**src/shared/tape_panel_pkg.sv**
```systemverilog
// Constants and types for the tape operator panel sequencer
package tape_panel_pkg;
    // Switch positions in the press vector
    localparam int NUM_SW      = 8;
    localparam int SW_ONLINE   = 0;
    localparam int SW_RESET    = 1;
    localparam int SW_TEST     = 2;
    localparam int SW_STEP     = 3;
    localparam int SW_EXECUTE  = 4;
    localparam int SW_SERVICE  = 5;
    localparam int SW_LOADREW  = 6;
    localparam int SW_UNLOAD   = 7;
    // Timing
    localparam int CLK_HZ         = 250_000_000;
    localparam int CYC_PER_MS     = CLK_HZ / 1000;
    localparam int COMP_DELAY_MS  = 1000;
    localparam int PWROFF_LAMP_MS = 200;
    localparam int DEBOUNCE_MS    = 10;
    localparam int OVERRUN_FT     = 40;
    localparam int TMR_W          = 32;
    localparam int FT_W           = 8;
    // Display codes, two BCD digits
    localparam logic [7:0] TEST_FIRST = 8'h01;
    localparam logic [7:0] TEST_LAST  = 8'h99;
    localparam logic [7:0] CODE_NONE  = 8'h00;
    typedef enum logic [1:0] {
        P_OFFLAMP = 2'b00,
        P_HEALTH  = 2'b01,
        P_READY   = 2'b10
    } pwr_t;
    typedef enum logic [2:0] {
        M_IDLE   = 3'b000,
        M_COMP   = 3'b001,
        M_FWD    = 3'b010,
        M_REV    = 3'b011,
        M_UNLOAD = 3'b100
    } motion_t;
endpackage

```
**src/shared/panel_link_if.sv**
```systemverilog
// Press pulses and delay timer handshake inside the sequencer
`timescale 1ns/1ps
`default_nettype none
interface panel_link_if #(
    parameter int NSW = 8,
    parameter int TW  = 32
);
    logic [NSW-1:0] press;
    logic           tmrStart;
    logic [TW-1:0]  tmrLoad;
    logic           tmrDone;
    modport deb (output press);
    modport tmr (input tmrStart, input tmrLoad, output tmrDone);
    modport ctl (input press, input tmrDone, output tmrStart, output tmrLoad);
endinterface
`default_nettype wire

```
**src/hw/switch_debounce.sv**
```systemverilog
// Panel switch synchroniser, debouncer and press pulse former
`timescale 1ns/1ps
`default_nettype none
module switch_debounce
    import tape_panel_pkg::*;
#(
    parameter int NSW       = NUM_SW,
    parameter int DB_CYCLES = DEBOUNCE_MS * CYC_PER_MS
) (
    input  wire logic           mclk,
    input  wire logic           rst,
    input  wire logic           clkEn,
    input  wire logic [NSW-1:0] swRaw,
    panel_link_if.deb           link
);
    localparam int CW = $clog2(DB_CYCLES + 1);
    logic [NSW-1:0] s1_q, s2_q, s3_q;
    logic [NSW-1:0] lvl_q, lvl_d;
    logic [NSW-1:0] press_q, press_d;
    logic [CW-1:0]  cnt_q [NSW];
    logic [CW-1:0]  cnt_d [NSW];

    // Level must hold for the whole window; any bounce restarts it
    always_comb begin
        lvl_d = lvl_q;
        press_d = '0;
        for (int i = 0; i < NSW; i++) begin
            cnt_d[i] = '0;
            if (s2_q[i] == s3_q[i] && s3_q[i] != lvl_q[i]) begin
                if (cnt_q[i] == CW'(DB_CYCLES - 1)) begin
                    lvl_d[i] = s3_q[i];
                    press_d[i] = s3_q[i];
                end else begin
                    cnt_d[i] = cnt_q[i] + 1'b1;
                end
            end
        end
    end

    // Three-stage synchroniser and filter state
    always_ff @(posedge mclk) begin
        if (rst) begin
            s1_q <= '0;
            s2_q <= '0;
            s3_q <= '0;
            lvl_q <= '0;
            press_q <= '0;
            for (int i = 0; i < NSW; i++) cnt_q[i] <= '0;
        end else if (clkEn) begin
            s1_q <= swRaw;
            s2_q <= s1_q;
            s3_q <= s2_q;
            lvl_q <= lvl_d;
            press_q <= press_d;
            for (int i = 0; i < NSW; i++) cnt_q[i] <= cnt_d[i];
        end
    end

    assign link.press = press_q;
endmodule
`default_nettype wire

```
**src/hw/delay_timer.sv**
```systemverilog
// Down-counting delay timer with a one-cycle done pulse
`timescale 1ns/1ps
`default_nettype none
module delay_timer
    import tape_panel_pkg::*;
#(
    parameter int TW = TMR_W
) (
    input  wire logic mclk,
    input  wire logic rst,
    input  wire logic clkEn,
    panel_link_if.tmr link
);
    logic [TW-1:0] cnt_q, cnt_d;
    logic          run_q, run_d;
    logic          done_q, done_d;

    // A new start restarts the count
    always_comb begin
        cnt_d = cnt_q;
        run_d = run_q;
        done_d = 1'b0;
        if (link.tmrStart) begin
            cnt_d = link.tmrLoad;
            run_d = 1'b1;
        end else if (run_q) begin
            if (cnt_q <= TW'(1)) begin
                run_d = 1'b0;
                done_d = 1'b1;
            end else begin
                cnt_d = cnt_q - 1'b1;
            end
        end
    end

    always_ff @(posedge mclk) begin
        if (rst) begin
            cnt_q <= '0;
            run_q <= 1'b0;
            done_q <= 1'b0;
        end else if (clkEn) begin
            cnt_q <= cnt_d;
            run_q <= run_d;
            done_q <= done_d;
        end
    end

    assign link.tmrDone = done_q;
endmodule
`default_nettype wire

```
**src/hw/tape_panel_sequencer.sv**
```systemverilog
// Operator panel mode, lamp and tape motion sequencer
`timescale 1ns/1ps
`default_nettype none
// Contract
// - On-line press with tape loaded puts transport on-line under host.
// - On-line lamp lit exactly while transport is on-line.
// - Reset press forces off-line, stops motion, clears error status.
// - Hard control faults survive reset press; only power cycle clears.
// - Reset lamp lit on error or at diagnostic test completion.
// - High-density lamp lit while GCR recording is selected.
// - Diagnostic mode shows display with test number and results.
// - With reset lamp lit, display shows fault or failure code.
// - Diagnostics lamp lit while in diagnostic mode.
// - Test press enters diagnostic mode only when not on-line.
// - Step press in diagnostic mode advances test number.
// - Execute press in diagnostic mode starts the shown test.
// - Service press in diagnostic mode starts maintenance diagnostics.
// - Power-up: power-off lamp briefly, then power lamps, health check.
// - Load starts compressor, waits one second, then moves forward.
// - Load stops forward motion as soon as start marker is seen.
// - No marker: forward 40 feet, reverse to marker, stop, lamp.
// - On-line press during load is held until the load completes.
// - Unload drives reverse until tape clears reel and path.
// - Writes need write ring present; reads always allowed.
// - Write-protect lamp lit whenever no ring is sensed.
// - After load or rewind select 25 ips mode and position.
module tape_panel_sequencer
    import tape_panel_pkg::*;
#(
    parameter int DB_CYCLES     = DEBOUNCE_MS * CYC_PER_MS,
    parameter int COMP_CYCLES   = COMP_DELAY_MS * CYC_PER_MS,
    parameter int PWROFF_CYCLES = PWROFF_LAMP_MS * CYC_PER_MS,
    parameter int OVERRUN_FEET  = OVERRUN_FT
) (
    input  wire logic              mclk,
    input  wire logic              rst,
    input  wire logic              clkEn,
    input  wire logic [NUM_SW-1:0] swRaw,
    input  wire logic              markerPin,
    input  wire logic              ringPin,
    input  wire logic              tapeThreaded,
    input  wire logic              tapeClear,
    input  wire logic              footPulse,
    input  wire logic              gcrMode,
    input  wire logic              healthDone,
    input  wire logic              faultEvt,
    input  wire logic [7:0]        faultCode,
    input  wire logic              hardEvt,
    input  wire logic [7:0]        hardCode,
    input  wire logic              diagEnd,
    input  wire logic [7:0]        diagResult,
    input  wire logic              hostWriteReq,
    input  wire logic              hostReadReq,
    output logic                   lampOnLine,
    output logic                   lampReset,
    output logic                   lampHighDensity,
    output logic                   lampDiag,
    output logic                   lampPowerOff,
    output logic                   lampPowerOn,
    output logic                   lampWriteProtect,
    output logic                   lampTapeStart,
    output logic                   dispOn,
    output logic [7:0]             dispCode,
    output logic                   compressorOn,
    output logic                   motorFwd,
    output logic                   motorRev,
    output logic                   hostCtlEn,
    output logic                   writeGrant,
    output logic                   readGrant,
    output logic                   healthStart,
    output logic                   diagStart,
    output logic                   serviceStart,
    output logic [7:0]             testNum,
    output logic                   speed25Sel,
    output logic                   positionStart
);
    panel_link_if #(.NSW(NUM_SW), .TW(TMR_W)) link ();

    switch_debounce #(.NSW(NUM_SW), .DB_CYCLES(DB_CYCLES)) uDeb (
        .mclk  (mclk),
        .rst   (rst),
        .clkEn (clkEn),
        .swRaw (swRaw),
        .link  (link)
    );

    delay_timer #(.TW(TMR_W)) uTmr (
        .mclk  (mclk),
        .rst   (rst),
        .clkEn (clkEn),
        .link  (link)
    );

    pwr_t          pwr_q, pwr_d;
    motion_t       mot_q, mot_d;
    logic [1:0]    p1_q, p2_q, p3_q, pLvl_q, pLvl_d;
    logic          started_q, started_d, tStart_q, tStart_d;
    logic [TMR_W-1:0] tLoad_q, tLoad_d;
    logic [FT_W-1:0] feet_q, feet_d;
    logic          onLine_q, onLine_d, diag_q, diag_d;
    logic          loaded_q, loaded_d, pend_q, pend_d;
    logic          err_q, err_d, hard_q, hard_d, done_q, done_d;
    logic [7:0]    errCode_q, errCode_d, hardC_q, hardC_d;
    logic [7:0]    result_q, result_d, test_q, test_d;
    logic          mark_q, mark_d, spd_q, spd_d;
    logic [21:0]   out_q, out_d;
    logic [7:0]    disp_q, disp_d;
    logic          ready, markerSeen, ringOk, loadBusy;
    logic          pOn, pRst, pTest, pStep, pExe, pSvc, pLoad, pUnl;

    // Pin levels count once stages two and three agree
    assign markerSeen = pLvl_q[0];
    assign ringOk = pLvl_q[1];
    assign ready = (pwr_q == P_READY);
    assign loadBusy = (mot_q == M_COMP) || (mot_q == M_FWD)
                   || (mot_q == M_REV);
    assign pOn   = link.press[SW_ONLINE];
    assign pRst  = link.press[SW_RESET];
    assign pTest = link.press[SW_TEST];
    assign pStep = link.press[SW_STEP];
    assign pExe  = link.press[SW_EXECUTE];
    assign pSvc  = link.press[SW_SERVICE];
    assign pLoad = link.press[SW_LOADREW];
    assign pUnl  = link.press[SW_UNLOAD];
    assign link.tmrStart = tStart_q;
    assign link.tmrLoad = tLoad_q;

    // BCD step with wrap back to the first test
    function automatic logic [7:0] bcdNext(input logic [7:0] v);
        logic [7:0] r;
        r = v;
        if (v >= TEST_LAST) r = TEST_FIRST;
        else if (v[3:0] == 4'h9) r = {v[7:4] + 4'h1, 4'h0};
        else r = {v[7:4], v[3:0] + 4'h1};
        return r;
    endfunction

    // Next state: power and motion first, then switches, then error capture
    always_comb begin
        pwr_d = pwr_q;
        mot_d = mot_q;
        pLvl_d = pLvl_q;
        started_d = 1'b1;
        tStart_d = 1'b0;
        tLoad_d = tLoad_q;
        feet_d = feet_q;
        onLine_d = onLine_q;
        diag_d = diag_q;
        loaded_d = loaded_q;
        pend_d = pend_q;
        err_d = err_q;
        hard_d = hard_q;
        done_d = done_q;
        errCode_d = errCode_q;
        hardC_d = hardC_q;
        result_d = result_q;
        test_d = test_q;
        mark_d = mark_q;
        spd_d = spd_q;
        out_d = '0;
        for (int i = 0; i < 2; i++) begin
            if (p2_q[i] == p3_q[i]) pLvl_d[i] = p3_q[i];
        end
        // Power-up lamp phase then health check
        case (pwr_q)
            P_OFFLAMP: begin
                if (!started_q) begin
                    tStart_d = 1'b1;
                    tLoad_d = TMR_W'(PWROFF_CYCLES);
                end else if (link.tmrDone) begin
                    pwr_d = P_HEALTH;
                    out_d[16] = 1'b1;
                end
            end
            P_HEALTH: if (healthDone) pwr_d = P_READY;
            default: ;
        endcase
        // Tape motion
        case (mot_q)
            M_COMP: if (link.tmrDone) mot_d = M_FWD;
            M_FWD: begin
                if (markerSeen) begin
                    mot_d = M_IDLE;
                end else if (footPulse) begin
                    feet_d = feet_q + 1'b1;
                    if (feet_q == FT_W'(OVERRUN_FEET - 1)) begin
                        mot_d = M_REV;
                    end
                end
            end
            M_REV: if (markerSeen) mot_d = M_IDLE;
            M_UNLOAD: if (tapeClear) mot_d = M_IDLE;
            default: ;
        endcase
        if (loadBusy && mot_d == M_IDLE) begin
            loaded_d = 1'b1;
            mark_d = 1'b1;
            spd_d = 1'b1;
            out_d[21] = 1'b1;
            if (pend_q) begin
                onLine_d = 1'b1;
                pend_d = 1'b0;
            end
        end
        // Operator switches; reset press outranks the rest
        if (ready) begin
            if (pRst) begin
                onLine_d = 1'b0;
                pend_d = 1'b0;
                mot_d = M_IDLE;
                err_d = 1'b0;
                done_d = 1'b0;
                diag_d = 1'b0;
                out_d[21] = 1'b0;
            end else if (pOn && !diag_q) begin
                if (loaded_q && mot_q == M_IDLE) onLine_d = 1'b1;
                else if (loadBusy) pend_d = 1'b1;
            end else if (pTest && !onLine_q && !diag_q) begin
                diag_d = 1'b1;
                test_d = TEST_FIRST;
            end else if (diag_q && pStep) begin
                test_d = bcdNext(test_q);
            end else if (diag_q && pExe) begin
                out_d[17] = 1'b1;
                done_d = 1'b0;
            end else if (diag_q && pSvc) begin
                out_d[18] = 1'b1;
                done_d = 1'b0;
            end else if (pLoad && !onLine_q && !diag_q && mot_q == M_IDLE) begin
                mark_d = 1'b0;
                feet_d = '0;
                if (loaded_q) begin
                    mot_d = M_REV;
                end else if (tapeThreaded) begin
                    mot_d = M_COMP;
                    tStart_d = 1'b1;
                    tLoad_d = TMR_W'(COMP_CYCLES);
                end
            end else if (pUnl && !onLine_q && !diag_q && mot_q == M_IDLE
                         && (loaded_q || tapeThreaded)) begin
                mot_d = M_UNLOAD;
                loaded_d = 1'b0;
                mark_d = 1'b0;
            end
        end
        // Events set after the clears so a same-cycle set survives
        if (faultEvt) begin
            err_d = 1'b1;
            errCode_d = faultCode;
        end
        if (hardEvt) begin
            hard_d = 1'b1;
            hardC_d = hardCode;
        end
        if (diagEnd) begin
            done_d = 1'b1;
            result_d = diagResult;
        end
        // Lamps and outputs, registered from the next state; host grants from the current state
        out_d[0] = onLine_d;
        out_d[1] = err_d || hard_d || done_d;
        out_d[2] = (pwr_d == P_HEALTH) || gcrMode;
        out_d[3] = diag_d;
        out_d[4] = (pwr_d == P_OFFLAMP);
        out_d[5] = (pwr_d != P_OFFLAMP);
        out_d[6] = (pwr_d == P_HEALTH) || !pLvl_d[1];
        out_d[7] = mark_d;
        out_d[8] = diag_d || out_d[1];
        out_d[9] = (mot_d != M_IDLE) || loaded_d;
        out_d[10] = (mot_d == M_FWD);
        out_d[11] = (mot_d == M_REV) || (mot_d == M_UNLOAD);
        out_d[12] = onLine_d;
        out_d[13] = onLine_q && hostWriteReq && ringOk;
        out_d[14] = onLine_q && hostReadReq;
        out_d[15] = spd_d;
        // Fault codes take the display over test numbers
        if (hard_d) disp_d = hardC_d;
        else if (err_d) disp_d = errCode_d;
        else if (done_d) disp_d = result_d;
        else if (diag_d) disp_d = test_d;
        else disp_d = CODE_NONE;
    end

    always_ff @(posedge mclk) begin
        if (rst) begin
            pwr_q <= P_OFFLAMP;
            mot_q <= M_IDLE;
            p1_q <= '0;
            p2_q <= '0;
            p3_q <= '0;
            pLvl_q <= '0;
            started_q <= 1'b0;
            tStart_q <= 1'b0;
            tLoad_q <= '0;
            feet_q <= '0;
            {onLine_q, diag_q, loaded_q, pend_q} <= 4'h0;
            {err_q, hard_q, done_q, mark_q, spd_q} <= 5'h00;
            errCode_q <= CODE_NONE;
            hardC_q <= CODE_NONE;
            result_q <= CODE_NONE;
            test_q <= TEST_FIRST;
            out_q <= 22'h000010;
            disp_q <= CODE_NONE;
        end else if (clkEn) begin
            pwr_q <= pwr_d;
            mot_q <= mot_d;
            p1_q <= {ringPin, markerPin};
            p2_q <= p1_q;
            p3_q <= p2_q;
            pLvl_q <= pLvl_d;
            started_q <= started_d;
            tStart_q <= tStart_d;
            tLoad_q <= tLoad_d;
            feet_q <= feet_d;
            {onLine_q, diag_q, loaded_q, pend_q} <=
                {onLine_d, diag_d, loaded_d, pend_d};
            {err_q, hard_q, done_q, mark_q, spd_q} <=
                {err_d, hard_d, done_d, mark_d, spd_d};
            errCode_q <= errCode_d;
            hardC_q <= hardC_d;
            result_q <= result_d;
            test_q <= test_d;
            out_q <= out_d;
            disp_q <= disp_d;
        end
    end

    assign {positionStart, speed25Sel} = {out_q[21], out_q[15]};
    assign {serviceStart, diagStart, healthStart} = out_q[18:16];
    assign {readGrant, writeGrant, hostCtlEn} = out_q[14:12];
    assign {motorRev, motorFwd, compressorOn} = out_q[11:9];
    assign {dispOn, lampTapeStart, lampWriteProtect} = out_q[8:6];
    assign {lampPowerOn, lampPowerOff, lampDiag} = out_q[5:3];
    assign {lampHighDensity, lampReset, lampOnLine} = out_q[2:0];
    assign testNum = test_q;
    assign dispCode = disp_q;
endmodule
`default_nettype wire

```
**config.mk**
```make
export PLATFORM = sky130hd
export DESIGN_NAME = tape_panel_sequencer
export DESIGN_NICKNAME = d
export VERILOG_FILES = /design/src/shared/tape_panel_pkg.sv /design/src/shared/panel_link_if.sv /design/src/hw/switch_debounce.sv /design/src/hw/delay_timer.sv /design/src/hw/tape_panel_sequencer.sv
export SDC_FILE = /design/constraint.sdc
export NUM_CORES = 1
export LEC_CHECK = 0
export ABC_AREA = 0
export BUFFER_PORTS_ARGS = -buffer_cell sky130_fd_sc_hd__buf_4
export CAP_MARGIN = 20
export CORE_MARGIN = 5
export CORE_UTILIZATION = 45
export DETAILED_ROUTE_END_ITERATION = 10
export GPL_TIMING_DRIVEN = 0
export PLACE_DENSITY = 0.58
export SLEW_MARGIN = 20
export SYNTH_ARGS = -nofsm -noshare
export SYNTH_HDL_FRONTEND = slang
export SYNTH_SLANG_ARGS = --single-unit
```
**constraint.sdc**
```tcl
create_clock -name mclk -period 6.2 [get_ports mclk]
set_input_delay 0.31 -clock mclk [delete_from_list [all_inputs] [get_ports mclk]]
set_output_delay 0.31 -clock mclk [all_outputs]
set_load 0.02 [all_outputs]
```
# Word level (Yosys, flattened, before mapping)
# Memory sizes are Yosys's and may differ from the RTL's.
# Cells that the tools add are included.
# word_totals
ramBits	176
inputBits	47
memories	1
ff_bits	198
out_inout_bits	36
# op_classes
addsub	12
bitwise_logic	8
mux	189
n_reduce_logical	56
n_lt_le_gt_ge	2
n_eq_ne	39
# memory_table
memory	words	word_bits	read_ports	rd_ports_with_merged_regs	wr	line	text
uDeb.cnt_q	8	22	8	0	8	switch_debounce.sv:20	logic [CW-1:0] cnt_q [NSW];
# ops
op	n
$mux 22	24
$mux 32	15
$mux 8	25
$add 22x1->22 const B	8
$eq 22x22->1 const B	8
$mux 1	98
$mux 3	17
$le 32x1->1 const B	1
$sub 32x1->32 const B	1
$reduce_and 3->1	9
$logic_and 1x1->1	26
$mux 2	8
$eq 3x2->1 const B	4
$pmux 3 s4	1
$eq 1x1->1	10
$logic_or 1x1->1	10
$add 4x1->4 const B	2
$add 8x1->8 const B	1
$eq 8x6->1 const B	1
$ge 8x8->1 const B	1
$ne 1x1->1	8
$or 1x1->1	8
$eq 3x3->1 const B	2
$logic_not 3->1	2
11 further kinds	16

# Depth between registers and ports, before layout
# logic_depth
depth_word	18
mapped_depth	9

# By module
# Synthesis repeated with hierarchy kept, for this count alone.
# unflattened
hier_cells	2099
hier_area_um2	19043.3
# modules_own_cells
mod	instances	cells_each	area_per_inst_um2
switch_debounce	1	1147	11548.6
tape_panel_sequencer	1	652	5370.2
delay_timer	1	300	2124.5

# Worst setup path before layout
# No wires, ideal clock.
# synth_path
path_type	input port to flip-flop
from	in clkEn
to	mem uDeb.cnt_q[0][0] (netlist bit), enable pin
required_ns	5.673
path_stages	3
arrival_ns	4.101
setup_slack_ns	1.572
setup_time_ns	0.527
path_cell_list	clkbuf_1 > nor2_1 > inv_1
# synth_rtl
item	line	text
start: declaration	tape_panel_sequencer.sv:37	input wire logic clkEn,
end: declaration	switch_debounce.sv:20	

# Worst setup path after layout
# layout_path
from	reg pwr_q[0]
to	reg tLoad_q[23], in the netlist link.tmrLoad[23]
# layout_via
elab_chain_len	12
# layout_lines
item	line	text
start: declaration	tape_panel_sequencer.sv:94	pwr_t pwr_q, pwr_d;
start signal: assignment	tape_panel_sequencer.sv:305	pwr_q <= pwr_d;
$logic_not 2->1	tape_panel_sequencer.sv:165	case (pwr_q)
$mux 32	tape_panel_sequencer.sv:165	
$mux 32	tape_panel_sequencer.sv:234	end else if (tapeThreaded) begin
$mux 32	tape_panel_sequencer.sv:232	if (loaded_q) begin
$mux 32	tape_panel_sequencer.sv:229	end else if (pLoad && !onLine_q && !diag_q && mot_q == M_IDLE) begin
$mux 32	tape_panel_sequencer.sv:226	end else if (diag_q && pSvc) begin
$mux 32	tape_panel_sequencer.sv:223	end else if (diag_q && pExe) begin
$mux 32	tape_panel_sequencer.sv:221	end else if (diag_q && pStep) begin
$mux 32	tape_panel_sequencer.sv:218	end else if (pTest && !onLine_q && !diag_q) begin
$mux 32	tape_panel_sequencer.sv:215	end else if (pOn && !diag_q) begin
$mux 32	tape_panel_sequencer.sv:207	if (pRst) begin
$mux 32 *	tape_panel_sequencer.sv:206	if (ready) begin
end signal: assignment	tape_panel_sequencer.sv:313	tLoad_q <= tLoad_d;
end: declaration	tape_panel_sequencer.sv:98	logic [TMR_W-1:0] tLoad_q, tLoad_d;
# Mark *: on every way between the ends. The rest lies on a longest branch, timed or not.
# A chain may end at the register's enable or synchronous reset.

==> flow_summary.json <==
{
  "cts_made_buffers": 43,
  "clkTransAtPathRegs_ps": 60,
  "final_area_um2": 21090,
  "grt_max_degree": 105,
  "die_height_um": 211.5,
  "total_power_mw": 7.771,
  "antenna_cells": 0,
  "fin_cells": 2692,
  "ys_types": 73,
  "critPathMaxFanout": 10,
  "hold_slack_ps": 41.47,
  "grt_antenna_before_repair": 2,
  "h-tree-depth": 2,
  "gp_congestion": 0.8867,
  "grt_remaining_overflow": 0,
  "status": "complete, no violations",
  "fin_nets": 2194,
  "grt_pass1_wl_um": 77000,
  "slew_headroom_pct": 26.59,
  "cp.arrival_ps": 3360,
  "holdCritPathClass": "in2reg",
  "drc": 0,
  "cts-resized-gates": 0,
  "avgSynthCellArea_um2": 9.140,
  "ys_seq_area_share_pct": 50.07,
  "worstSetupStartpointType": "flip-flop",
  "worstSetupPathType": "reg2reg",
  "vias": 15030,
  "fp.dieW_um": 211.5,
  "cts_buffer_depth": 3,
  "post-cts-setup-buffer-count": 0,
  "drt_wl_total_um": 47940,
  "ir_drop_v": 0.0003546,
  "avgRoutedWirePerCell_um": 17.81,
  "syn_nets": 2059,
  "reg2reg_slack_ps": 3330,
  "setup_ws_ps": 3332,
  "drv_slew": 0,
  "place_area_um2": 19560,
  "power_density_nw_per_um2": 368.4,
  "root_buffer": "clkbuf_16",
  "fin_crit_sh_pct": 46.26,
  "ys_seq_elements": 369,
  "ys.flop_type": "dfxtp_1",
  "cts_sinks": 369,
  "yosysWarnings": 0,
  "min_period_ps": 2868,
  "rsz0062_at_grt": "false",
  "cts_tree": "built",
  "fmax_mhz": 348.6,
  "ioPinCount": 83,
  "skew_ps": 12.42,
  "setup_viol": 0,
  "via_per_inst": 5.585,
  "place_ws_ps": 3384,
  "dp.cells": 2605,
  "grt_pass1_vias": 14520,
  "final_layout_size_suffix_gt1_share_pct": 8.814,
  "worstMarginPinSlew_ps": 1091,
  "synthArstFlopShare_pct": 0,
  "required_ps": 6690,
  "cts_hold_buffers": 9,
  "io_buffers": 80,
  "grt_usage_pct": 21.03,
  "antenna_left": 0,
  "rows": 73,
  "die-area_um2": 44730,
  "nFillCells": 3709,
  "end_kind": "flip-flop",
  "synth_cells": 1999,
  "finalHoldViolations": 0,
  "drv_cap": 0,
  "initial_core_util_pct": 45.78,
  "worstSkewPairLatency_ps": 560,
  "drt_first_pass_iters": 6,
  "dpl.hpwl_um": 33300,
  "area_delta_synth_final_pct": 15.44,
  "p_leak_nw": 7.329,
  "core_um2": 39910,
  "synthesis.area_um2": 18270,
  "dr.first_iter.drc_count": 1178,
  "synth_edf_count": 176
}
[synthesized netlist by cell type (3+ instances only)]
| cell | n | area share (%) |
|---|---|---|
| nand3_1 | 105 | 2.9 |
| nor2b_1 | 9 | 0.31 |
| dfxtp_1 | 193 | 21 |
| nor4b_1 | 13 | 0.62 |
| o211ai_1 | 5 | 0.21 |
| buf_1 | 13 | 0.27 |
| ha_1 | 13 | 0.89 |
| nand4b_1 | 6 | 0.29 |
| o21a_1 | 9 | 0.37 |
| inv_1 | 37 | 0.76 |
| mux2i_1 | 41 | 2.2 |
| or2_2 | 6 | 0.21 |
| a21oi_1 | 140 | 3.8 |
| nor3b_1 | 7 | 0.29 |
| xor2_1 | 100 | 4.8 |
| nand2_1 | 202 | 4.1 |
| nor4_1 | 19 | 0.65 |
| a22o_1 | 5 | 0.24 |
| and4_1 | 15 | 0.72 |
| o21ai_0 | 58 | 1.6 |
| o41ai_1 | 7 | 0.34 |
| a221o_1 | 6 | 0.33 |
| o22ai_1 | 7 | 0.24 |
| a22oi_1 | 11 | 0.45 |
| o21ai_1 | 27 | 0.74 |
| nand4_1 | 57 | 2.0 |
| and2_1 | 30 | 1.0 |
| a211oi_1 | 3 | 0.12 |
| or3_1 | 30 | 1.0 |
| nor2_1 | 341 | 7.0 |
| nand3b_1 | 8 | 0.33 |
| clkbuf_1 | 72 | 1.5 |
| mux2_2 | 15 | 0.92 |
| nand2b_1 | 13 | 0.45 |
| and3_1 | 26 | 0.89 |
| nor3_1 | 44 | 1.2 |
| o31ai_1 | 12 | 0.49 |
| a31oi_1 | 6 | 0.21 |
| o311ai_0 | 4 | 0.19 |
| a32o_1 | 3 | 0.16 |
| xnor2_1 | 52 | 2.5 |
| edfxtp_1 | 176 | 29 |
| buf_2 | 5 | 0.14 |
| or4_1 | 7 | 0.29 |
[logic make-up after synthesis]
logic type | share of synthesized area, %
simple gates | 25.06
flops | 50.07
compound gates | 10.59
xor+xnor | 7.286
buf+inv | 2.869
mux | 3.171
fa+ha+maj | 0.9450
[power by group]
group / internal [mW] / switching [mW]
clock: 1.52 / 1.03
combinational: 0.922 / 1.41
sequential: 2.72 / 0.163
[placed cells by master (no fill, tap or decap), types with 12 or more instances in the layout]
master	synthesis	layout
mux2i_1	41	41
or3_1	30	30
a21oi_1	140	140
nand2b_1	13	13
xnor2_1	52	52
nand4_1	57	57
ha_1	13	13
o21ai_0	58	58
buf_4	2	82
nor3_1	44	44
dfxtp_1	193	193
nor4_1	19	19
nor4b_1	13	13
and4_1	15	15
and2_1	30	30
xor2_1	100	100
inv_1	37	36
clkbuf_1	72	79
o31ai_1	12	12
mux2_2	15	15
nor2_1	341	341
edfxtp_1	176	176
buf_1	13	13
nand2_1	202	202
clkbuf_16	0	49
o21ai_1	27	27
and3_1	26	26
nand3_1	105	105
[metal layers]
metal  GRT usage (%)  up-vias  wire [um]
met3           4.535       79       2793
met5               0        -         34
li1                -     7398          -
met4           7.441        4       1354
met2           32.98      343      21670
met1           28.94     7210      22080
[sequential cells by signal (all words and copies together) (netlist names), 3 cells and up]
signal and cells:
dispCode 8, errCode_q 8, feet_q 8, hardC_q 8, link.tmrLoad 32, mot_q 3
out_q 19, result_q 8, testNum 8, uDeb.cnt_q 176, uDeb.link.press 8, uDeb.lvl_q 8
uDeb.s1_q 8, uDeb.s2_q 8, uDeb.s3_q 8, uTmr.cnt_q 32
[worst paths after layout]
check / startpoint / end / cells past startpoint
setup / recovery: pwr_q[0] / link.tmrLoad[23] / 8
hold reg to reg: errCode_q[3] / errCode_q[3] / 2
hold / removal: diagResult[2] / result_q[2] / 3
setup reg to reg: pwr_q[0] / link.tmrLoad[23] / 8
[worst max-delay path, cell delays in order (launching register included)]
cell and delay, ps:
dfxtp_1 320, buf_2 180, nor3b_1 800, nand2_1 330
or3_1 440, clkbuf_1 160, nand2_1 400, nor2_1 80
nor2_1 100
[final cells by class]
| class | instances | area (um^2) | share of cell area, % |
|---|---|---|---|
| Sequential cell | 369 | 9149 | 43.37 |
| Multi-Input combinational cell | 1498 | 8598 | 40.76 |
| Clock buffer | 64 | 1363 | 6.460 |
| Timing Repair Buffer | 90 | 718.2 | 3.405 |
| Tap cell | 525 | 656.9 | 3.114 |
| Buffer | 94 | 381.6 | 1.809 |
| Inverter | 38 | 150.1 | 0.7118 |
| Clock inverter | 14 | 76.32 | 0.3618 |
[metrics by stage]
step | util [%] | setup TNS [ps]
finish | 52.84 | 0
detailed placement | 49.01 | 0
CTS | 52.84 | 0
global route | 52.84 | 0
global placement | 48.93 | -101540
floorplan | - | 0
Note: power is estimated with default switching activity, not from simulation.
